[config.mk]
export PLATFORM = sky130hd
export DESIGN_NAME = sbs_bridge
export DESIGN_NICKNAME = d
export VERILOG_FILES = /design/src/sbs_pkg.sv /design/src/sbs_bridge.sv /design/src/sbs_split_seq.sv
export SDC_FILE = /design/constraint.sdc
export NUM_CORES = 1
export LEC_CHECK = 0
export BUFFER_PORTS_ARGS = -buffer_cell sky130_fd_sc_hd__buf_2
export CAP_MARGIN = 5
export CORE_ASPECT_RATIO = 0.75
export CORE_MARGIN = 3
export CORE_UTILIZATION = 50
export DETAILED_ROUTE_END_ITERATION = 8
export PLACE_DENSITY = 0.74
export SYNTH_ARGS = -nofsm -noshare
export SYNTH_HDL_FRONTEND = slang
export SYNTH_SLANG_ARGS = --single-unit
[constraint.sdc]
create_clock -name clk -period 2.15 [get_ports clk]
set_clock_uncertainty 0.05 [all_clocks]
set_input_delay 0.5375 -clock clk [delete_from_list [all_inputs] [get_ports clk]]
set_output_delay 0.5375 -clock clk [all_outputs]
set_load 0.02 [all_outputs]
[src/sbs_pkg.sv]
/*
  Shared widths, field positions and state codes for the bus sizing buffer.
  Assumes a single 25 MHz clock domain and no software-visible registers.
*/
package sbs_pkg;
  localparam int          ADDR_W      = 24;
  localparam int          DATA_W      = 16;
  localparam int          BYTE_W      = 8;
  localparam int          SA_LO       = 1;
  localparam int          SA_HI       = 19;
  localparam int          LA_LO       = 17;
  localparam int          LA_HI       = 23;
  localparam int          XA_HI       = 16;
  localparam int          DMA_A_LO    = 17;
  localparam int          DMA_A_HI    = 19;
  localparam int          CTL_W       = 4;
  localparam logic [7:0]  BYTE_ZERO   = 8'h00;

  // Split-transfer sequencer, one-hot
  typedef enum logic [3:0] {
    SBS_IDLE   = 4'h1,
    SBS_BYTE0  = 4'h2,
    SBS_BYTE1  = 4'h4,
    SBS_DONE   = 4'h8
  } sbs_state_e;
endpackage

[src/sbs_bridge.sv]
/*
  Address latching, data steering and bus sizing between the processor local
  bus and the system, memory, on-board peripheral and slot buses.
  Assumes all bus inputs arrive from outside the clock domain on pins.
*/
`timescale 1ns/1ps
module sbs_bridge #(
  parameter int ADDR_W = sbs_pkg::ADDR_W,
  parameter int DATA_W = sbs_pkg::DATA_W,
  parameter int CTL_W  = sbs_pkg::CTL_W
) (
  input  wire logic                clk,
  input  wire logic                rst_n,
  input  wire logic                ce,
  input  wire logic [ADDR_W-1:0]   cpu_addr,
  input  wire logic [CTL_W-1:0]    cpu_ctl,
  input  wire logic                addr_strobe,
  input  wire logic                cycle_req,
  input  wire logic                cycle_write,
  input  wire logic                tgt_mem,
  input  wire logic                tgt_8bit,
  input  wire logic                tgt_onboard,
  input  wire logic [DATA_W-1:0]   cpu_data_in,
  input  wire logic                dma_active,
  input  wire logic [CTL_W-1:0]    dma_ctl_in,
  input  wire logic [sbs_pkg::XA_HI:1] onboard_peripheral_address_in,
  input  wire logic                byte_done,
  input  wire logic [DATA_W-1:0]   system_data_bus_in,
  input  wire logic [DATA_W-1:0]   memory_data_bus_in,
  input  wire logic [7:0]          onboard_peripheral_data_in,
  output logic [sbs_pkg::SA_HI:sbs_pkg::SA_LO] latched_system_address,
  output logic [CTL_W-1:0]         latched_ctl,
  output logic [sbs_pkg::LA_HI:sbs_pkg::LA_LO] early_unlatched_high_address,
  output logic [sbs_pkg::XA_HI:1]  onboard_peripheral_address_out,
  output logic                     onboard_peripheral_address_oe,
  output logic [sbs_pkg::DMA_A_HI:sbs_pkg::DMA_A_LO] dma_high_address,
  output logic [CTL_W-1:0]         dma_ctl_out,
  output logic [DATA_W-1:0]        cpu_data_out,
  output logic                     cpu_data_oe,
  output logic                     cpu_ready,
  output logic                     byte_phase_high,
  output logic [DATA_W-1:0]        system_data_bus_out,
  output logic                     system_data_bus_oe,
  output logic [DATA_W-1:0]        memory_data_bus_out,
  output logic                     memory_data_bus_oe,
  output logic [7:0]               onboard_peripheral_data_out,
  output logic                     onboard_peripheral_data_oe,
  output logic [DATA_W-1:8]        slot_high_data_out,
  output logic                     slot_high_data_oe
);
  localparam int BW = sbs_pkg::BYTE_W;

  // Two-stage synchronisers for every bus input; rst_n and ce are used directly
  localparam int SYN_W = ADDR_W + CTL_W + 7 + DATA_W + 1 + CTL_W + sbs_pkg::XA_HI
                       + DATA_W + DATA_W + BW;
  logic [SYN_W-1:0] sync1_r;
  logic [SYN_W-1:0] sync2_r;
  wire  [SYN_W-1:0] raw_in = {cpu_addr, cpu_ctl, addr_strobe, cycle_req, cycle_write,
                              tgt_mem, tgt_8bit, tgt_onboard, byte_done, cpu_data_in,
                              dma_active, dma_ctl_in, onboard_peripheral_address_in,
                              system_data_bus_in, memory_data_bus_in,
                              onboard_peripheral_data_in};

  always_ff @(posedge clk) begin
    if (!rst_n) begin
      sync1_r <= '0;
      sync2_r <= '0;
    end else if (ce) begin
      sync1_r <= raw_in;
      sync2_r <= sync1_r;
    end
  end

  wire [ADDR_W-1:0]         s_addr;
  wire [CTL_W-1:0]          s_ctl;
  wire                      s_as, s_req, s_wr, s_mem, s_8b, s_onb, s_bdone;
  wire [DATA_W-1:0]         s_cpu_d;
  wire                      s_dma;
  wire [CTL_W-1:0]          s_dma_ctl;
  wire [sbs_pkg::XA_HI:1]   s_xa;
  wire [DATA_W-1:0]         s_sd;
  wire [DATA_W-1:0]         s_md;
  wire [BW-1:0]             s_xd;
  assign {s_addr, s_ctl, s_as, s_req, s_wr, s_mem, s_8b, s_onb, s_bdone, s_cpu_d,
          s_dma, s_dma_ctl, s_xa, s_sd, s_md, s_xd} = sync2_r;

  // Request edge so one long request starts one transfer
  logic req_d_r;
  wire  req_rise = s_req & ~req_d_r;
  wire  split    = s_8b & ~s_mem;
  wire  in_b0, in_b1, fin;

  sbs_split_seq u_seq (
    .clk       (clk),
    .rst_n     (rst_n),
    .ce        (ce),
    .start     (req_rise & split & ~s_dma),
    .byte_done (s_bdone),
    .in_byte0  (in_b0),
    .in_byte1  (in_b1),
    .finish    (fin)
  );

  // Source of the read data: peripheral byte lane, else system low and high byte lanes
  wire [BW-1:0] sys_lo_in  = s_onb ? s_xd : s_sd[BW-1:0];
  wire [BW-1:0] sys_hi_in  = s_onb ? s_xd : s_sd[DATA_W-1:BW];
  wire [BW-1:0] wr_byte    = in_b1 ? s_cpu_d[DATA_W-1:BW] : s_cpu_d[BW-1:0];
  wire          rd_active  = s_req & ~s_wr & ~s_dma;
  wire          wr_active  = s_req &  s_wr & ~s_dma;
  wire          direct_go  = req_rise & ~split & ~s_dma;

  logic [BW-1:0] low_latch_r;
  logic          direct_done_r;

  always_ff @(posedge clk) begin
    if (!rst_n) begin
      req_d_r       <= 1'b0;
      low_latch_r   <= sbs_pkg::BYTE_ZERO;
      direct_done_r <= 1'b0;
    end else if (ce) begin
      req_d_r       <= s_req;
      direct_done_r <= direct_go;
      if (in_b0 & s_bdone & ~s_wr)
        low_latch_r <= sys_lo_in;
      else if (fin)
        low_latch_r <= sbs_pkg::BYTE_ZERO;
    end
  end

  // Address path: latched group, early group, peripheral address, DMA group
  logic [sbs_pkg::SA_HI:sbs_pkg::SA_LO] sa_nxt;
  logic [sbs_pkg::XA_HI:1]  xa_nxt;
  assign sa_nxt = s_dma ? {s_addr[sbs_pkg::SA_HI:sbs_pkg::XA_HI+1], s_xa}
                        : s_addr[sbs_pkg::SA_HI:sbs_pkg::SA_LO];
  assign xa_nxt = latched_system_address[sbs_pkg::XA_HI:1];

  // Data outputs, decoded combinationally then registered
  logic [DATA_W-1:0] cpu_d_nxt;
  logic [DATA_W-1:0] sd_nxt;
  logic              sd_oe_nxt;
  logic              md_oe_nxt;
  logic [BW-1:0]     xd_nxt;
  logic              xd_oe_nxt;
  assign cpu_d_nxt = split ? {sys_hi_in, low_latch_r}
                           : (s_mem ? s_md : s_sd);
  assign sd_nxt    = split ? {wr_byte, wr_byte} : s_cpu_d;
  assign sd_oe_nxt = wr_active & (~split | in_b0 | in_b1);
  assign md_oe_nxt = wr_active & s_mem;
  assign xd_nxt    = split ? wr_byte : s_cpu_d[BW-1:0];
  assign xd_oe_nxt = wr_active & s_onb & ~s_mem & (~split | in_b0 | in_b1);

  always_ff @(posedge clk) begin
    if (!rst_n) begin
      latched_system_address         <= '0;
      latched_ctl                    <= '0;
      early_unlatched_high_address   <= '0;
      onboard_peripheral_address_out <= '0;
      onboard_peripheral_address_oe  <= 1'b0;
      dma_high_address               <= '0;
      dma_ctl_out                    <= '0;
      cpu_data_out                   <= '0;
      cpu_data_oe                    <= 1'b0;
      cpu_ready                      <= 1'b0;
      byte_phase_high                <= 1'b0;
      system_data_bus_out            <= '0;
      system_data_bus_oe             <= 1'b0;
      memory_data_bus_out            <= '0;
      memory_data_bus_oe             <= 1'b0;
      onboard_peripheral_data_out    <= sbs_pkg::BYTE_ZERO;
      onboard_peripheral_data_oe     <= 1'b0;
      slot_high_data_out             <= '0;
      slot_high_data_oe              <= 1'b0;
    end else if (ce) begin
      if (s_as | s_dma) begin
        latched_system_address <= sa_nxt;
        latched_ctl            <= s_dma ? s_dma_ctl : s_ctl;
      end
      early_unlatched_high_address   <= s_addr[sbs_pkg::LA_HI:sbs_pkg::LA_LO];
      onboard_peripheral_address_out <= xa_nxt;
      onboard_peripheral_address_oe  <= ~s_dma;
      dma_high_address <= s_addr[sbs_pkg::DMA_A_HI:sbs_pkg::DMA_A_LO];
      dma_ctl_out      <= s_dma_ctl;
      cpu_data_out     <= cpu_d_nxt;
      cpu_data_oe      <= rd_active & (split ? (in_b1 & s_bdone) : 1'b1);
      cpu_ready        <= split ? (in_b1 & s_bdone) : direct_done_r;
      byte_phase_high  <= in_b1;
      system_data_bus_out <= sd_nxt;
      system_data_bus_oe  <= sd_oe_nxt;
      // Memory side sees what this block puts on the system data bus
      memory_data_bus_out <= sd_nxt;
      memory_data_bus_oe  <= md_oe_nxt;
      onboard_peripheral_data_out <= xd_nxt;
      onboard_peripheral_data_oe  <= xd_oe_nxt;
      // One set of lines fans out to every slot
      slot_high_data_out <= sd_nxt[DATA_W-1:BW];
      slot_high_data_oe  <= wr_active & ~split & ~s_mem & ~s_onb;
    end
  end
endmodule // sbs_bridge

[src/sbs_split_seq.sv]
/*
  Split-transfer sequencer: runs two byte cycles for a word to an 8-bit target.
  Assumes requests come from same-clock logic and the bus answers with byte_done.
*/
`timescale 1ns/1ps
module sbs_split_seq (
  input  wire logic clk,
  input  wire logic rst_n,
  input  wire logic ce,
  input  wire logic start,
  input  wire logic byte_done,
  output logic      in_byte0,
  output logic      in_byte1,
  output logic      finish
);
  sbs_pkg::sbs_state_e state_r;
  sbs_pkg::sbs_state_e state_nxt;

  always_comb begin
    state_nxt = state_r;
    case (state_r)
      sbs_pkg::SBS_IDLE:  if (start) state_nxt = sbs_pkg::SBS_BYTE0;
      sbs_pkg::SBS_BYTE0: if (byte_done) state_nxt = sbs_pkg::SBS_BYTE1;
      sbs_pkg::SBS_BYTE1: if (byte_done) state_nxt = sbs_pkg::SBS_DONE;
      sbs_pkg::SBS_DONE:  state_nxt = sbs_pkg::SBS_IDLE;
      default:            state_nxt = sbs_pkg::SBS_IDLE;
    endcase
  end

  always_ff @(posedge clk) begin
    if (!rst_n) state_r <= sbs_pkg::SBS_IDLE;
    else if (ce) state_r <= state_nxt;
  end

  assign in_byte0 = (state_r == sbs_pkg::SBS_BYTE0);
  assign in_byte1 = (state_r == sbs_pkg::SBS_BYTE1);
  assign finish   = (state_r == sbs_pkg::SBS_DONE);
endmodule // sbs_split_seq

Word level (Yosys, flattened, before mapping)
Index checks and enable logic that the tools add are counted.

storage, ports and cells
  flip-flop bits (word level) = 347
  logic and storage cells = 83

cells by class
  eq/ne operators = 7
  multiplexer cells = 17
  bitwise gates (word level) = 31
  reductions and logical operators = 4

operators by type and width
  cell                                                                     number
  16-bit two-way mux                                                       4
  8-bit two-way mux                                                        6
  1-bit bitwise AND                                                        22
  4-bit two-way mux                                                        4
  4-bit case mux with 3 select lines                                       1
  1-bit NOT                                                                6
  4-bit by 1-bit == test with 1-bit output, second input constant          1
  4-bit by 2-bit == test with 1-bit output, second input constant          1
  4-bit by 3-bit == test with 1-bit output, second input constant          1
  4-bit == test, second input constant                                     1
  2-bit inequality test, second input constant                             2
  2-bit AND reduction                                                      2
  4-bit AND reduction                                                      1
  1-bit bitwise OR                                                         3
  1-bit two-way mux                                                        2
  2-bit by 1-bit inequality test with 1-bit output, second input constant  1
  2-bit nonzero test                                                       1

Logic depth before layout (Yosys ltp)
  depth after elaboration = 6
  gate-level depth with buffers = 6
  mapped depth without buffers = 4

Modules after synthesis
Synthesis repeated with hierarchy kept, for this count alone.

second synthesis, totals
  cell total of the unflattened synthesis = 1252
  area, all modules = 13389.1 µm²

by module, submodules not included
  module         times used  cells an instance  area each (µm²)
  sbs_bridge     1           1220               13076.3
  sbs_split_seq  1           32                 312.8

Least setup slack after synthesis
Ideal clock, no wire load.

  path kind = input-to-reg
  start point = in rst_n
  end point = reg cpu_data_out[0]
  arrival time = 1458 ps
  data required time = 1972 ps
  slack = 515 ps
  cell stages on the path = 5
  path buffers = 3
  cells stage by stage = inv_1 > clkbuf_1 > clkbuf_1 > clkbuf_1 > nor2_1

RTL lines
  what                  line               text
  from (decl)           sbs_bridge.sv:13   input wire logic rst_n,
  to (signal assigned)  sbs_bridge.sv:183  cpu_data_out <= cpu_d_nxt;
  to (decl)             sbs_bridge.sv:38   output logic [DATA_W-1:0] cpu_data_out,

No word-level cell between the ends.

Worst setup path after layout
  start point = reg u_seq.state_r[1]
  end point = reg low_latch_r[0]

on the way
  cells in the longest elaborated chain, start to end = 5

ends and longest elaborated chain
  what                                      line                 text
  from (decl)                               sbs_split_seq.sv:16  sbs_pkg::sbs_state_e state_r;
  from (signal assigned)                    sbs_split_seq.sv:31  if (!rst_n) state_r <= sbs_pkg::SBS_IDLE;
  from (signal assigned)                    sbs_split_seq.sv:32  else if (ce) state_r <= state_nxt;
  4-bit by 2-bit == test with 1-bit output  sbs_split_seq.sv:35  assign in_byte0 = (state_r == sbs_pkg::SBS_BYTE0);
  1-bit bitwise AND (2 in series)           sbs_bridge.sv:123    if (in_b0 & s_bdone & ~s_wr)
  2-bit nonzero test (no source line)       -
  2-bit AND reduction (no source line)      -
  to (signal assigned)                      sbs_bridge.sv:118    low_latch_r <= sbs_pkg::BYTE_ZERO;
  to (signal assigned)                      sbs_bridge.sv:124    low_latch_r <= sys_lo_in;
  to (signal assigned)                      sbs_bridge.sv:126    low_latch_r <= sbs_pkg::BYTE_ZERO;
  to (decl)                                 sbs_bridge.sv:112    logic [BW-1:0] low_latch_r;

Parallel ways exist; a longest one is shown, timed or not.
A chain may end at the register's enable or synchronous reset.

==> run_results.csv <==
group,metric,value,unit
pwr,power.density,888,nW/um^2
final_layout,regArea,6530,sq um
drt,remaining_drc_errors,0,
synth,yosys.area_share.simple,12.1,%
sta,finalMaxSlewViolations,0,
floorplanning,die_h,143,um
sta,fmax,531,MHz
critical_path,crit_path_start,"u_seq.state_r[1]",
clock_network,cts_tree,"done",
floorplanning,placeableCoreArea,24300,sq um
synth,netlist_area,12600,sq um
global_route,grt_usage,19.8,%
synth,ys_ff_latch,326,
pwr,swShare,23.0,%
clock_network,cts.path.max_buffers,3,
sta,period_share,87.6,%
sta,finalHoldViolCount,0,
drt,drtIter0Drc,411,
synth,synth_ff_type,"dfxtp_1",
synth,synth_most_common_cell,"dfxtp_1",
synth,synth_compound_area_share,4.91,%
clock_network,cts_sinks,326,
sta,setup_tns,0,ns
status,status,"finished, final reports clean",
drt,drtAntennaViolNets,0,
pwr,comb_power_share,8.2,%
clock_network,post_cts_buffers,0,
place,dp_hpwl,18.7,mm
final_layout,fill_cells,2048,
clock_network,htreeDepth,2,
synth,synth_nets,1354,
critical_path,critPathKind,"reg -> reg",
clock_network,clkLatencyLatePin,0.49,ns
critical_path,r2r-start,"u_seq.state_r[1]",
final_layout,drive_above_1_share,22.6,%
synth,syn_area_per_cell,10.1,sq um
synth,yosys-top-cells-count,"dfxtp_1 (326), mux2i_1 (322), nor2_1 (292)",
clock_network,numCtsBuffers,34,
place,portBuffers,238,
drt,drt_pass1_iterations,4,
clock_network,clkTransAtPathRegs,0.07,ns
synth,netlist_instances,1239,
floorplanning,ios,240,
synth,synthDistinctLibCells,40,
pwr,clkPwrFrac,43.5,%
final_layout,fin_nets,1533,
sta,setup_violations,0,
clock_network,ctsHoldBuffers,0,
synth,yosys_warnings,0,
synth,synth-edff-count,0,
pwr,p_sw,3.07,mW
sta,worst_pin_slew,0.612,ns
synth,yosysSeqAreaShare,52.0,%
global_route,grt_antenna_before_repair,5,
clock_network,cts-resized-gates,0,
global_route,grt_pass1_vias,8532,
worst_hold_path,min-delay-start,"memory_data_bus_in[5]",
global_route,grt-ovfl-total,0,
global_route,grt_max_degree,87,
final_layout,postLayoutCoreUtil,61.7,%
synth,synth-adder-area-share,0,%
synth,synthTopCellsByArea,"dfxtp_1 (52%), mux2i_1 (26%), nor2_1 (8.7%)",
sta,slew_headroom,59.1,%
synth,muxShareOfSynthArea,25.7,%
pwr,cellLeakagePower,6.96,nW
pwr,ir_drop,0.556,mV
pwr,finalPower,13.3,mW
critical_path,path_max_fanout,16,
floorplanning,die_area,27100,sq um
synth,synth_top_family_by_area,"multiplexers",
drt,vias,8959,
global_route,grt_pass1_wl,44.3,mm
pwr,seqPwrFrac,48.3,%
final_layout,area_delta_synth_final,19.6,%
floorplanning,start_util,51.6,%
synth,synth.top_cell.area_share,52.0,%
critical_path,cp_data_required_time,2.53,ns
worst_hold_path,min_path_type,"in -> reg",
floorplanning,rows,49,
critical_path,cp-start-kind,"register",
critical_path,crit_arrival,2.27,ns
sta,hold_ws,0.223,ns
sta,period_minus_slack,1.88,ns
drt,wl_per_cell,15.6,um
critical_path,crit_path_end_kind,"register",
floorplanning,die_width,189,um
synth,synth-xor-area-share,0.0697,%
pwr,p_int,10.3,mW
final_layout,multiInputGateArea,5380,sq um
run,cap_violations,0,
clock_network,cts-root-buf,"clkbuf_16",
place,place_congestion,0.795,
synth,async_flop_share,0,%
sta,grt_setup_unrepaired,"no",
synth,yosys.area.top_type,"dfxtp_1",
drt,drt-vias-per-instance,5.05,
drt,wl,27.6,mm
## metal layers
metal | up-vias | share of wire [%] | wire length [um] | GRT usage (%)
li1 | 4528 | - | - | -
met1 | 4177 | 50 | 13700 | 28.8
met2 | 200 | 44 | 12000 | 30.2
met3 | 48 | 4.8 | 1330 | 3.80
met4 | 6 | 1.8 | 503 | 5.52
met5 | - | 0.15 | 41 | 0
## sequential cells by signal, summed over array words and instances (netlist names), 4 cells and up
register                        cells
memory_data_bus_out                16
early_unlatched_high_address        7
cpu_data_out                       16
sync2_r                           111
latched_system_address             19
onboard_peripheral_address_out     16
u_seq.state_r                       4
dma_ctl_out                         4
latched_ctl                         4
low_latch_r                         8
sync1_r                           111
## metrics by stage
stage | std cells | cell area [sq um] | worst slack (ns)
global placement | 1713 | 13900 | 0.291
floorplan | 1239 | 12600 | 0.515
CTS | 1772 | 15000 | 0.287
finish | 1774 | 15000 | 0.268
global route | 1774 | 15000 | 0.130
detailed placement | 1713 | 13900 | 0.269
## critical path, stage by stage, from the launching register on
cell and delay [ns]:
dfxtp_1 0.51, nor4b_4 0.31, nand4b_2 0.40, or2_2 0.42, a21oi_1 0.13
## power groups by stage
stage	Combinational [mW]	Sequential [mW]	Clock (mW)
after floorplan	0.733	6.59	0
after global placement	1.08	6.56	0
after detailed placement	1.10	6.57	0
after CTS	1.11	6.44	5.94
after global routing	1.21	6.47	6.19
final	1.10	6.44	5.80
## placed cells by master, fill, tap and decap left out, types with 3 or more instances in the layout
cell type    n
dfxtp_1    326
nor2b_1     11
nor4_1       3
a22o_1       8
or2_0        6
clkbuf_16   37
buf_12      13
a21oi_1     32
nand3_1     10
clkbuf_1    11
nand2_1     24
clkbuf_8     7
o21ai_0     34
a211oi_1    21
mux2i_1    322
buf_4       14
nor2_1     292
buf_2      237
## layout make-up
cell class	count	share of cell area, %
diodes	2	0.0333
clock buffers	55	7.08
clock inverters	4	0.341
inverters	3	0.125
multi-input cells	788	35.8
flip-flops and latches	326	43.4
well taps	331	2.76
repair buffers	265	10.4
## worst paths after layout
check | endpoint | slack [ns] | cells past startpoint
hold reg to reg | low_latch_r[7] | 0.41 | 2
setup / recovery | low_latch_r[0] | 0.27 | 4
hold / removal | sync1_r[13] | 0.22 | 3
setup reg to reg | low_latch_r[0] | 0.27 | 4
## cell families after synthesis
logic type	after synthesis
AO/OA/AOI/OAI	102
AND/OR/NAND/NOR	363
buffers and inverters	125
XOR/XNOR	1
flip-flops	326
multiplexers	322
Note: power is estimated with default switching activity, not from simulation.
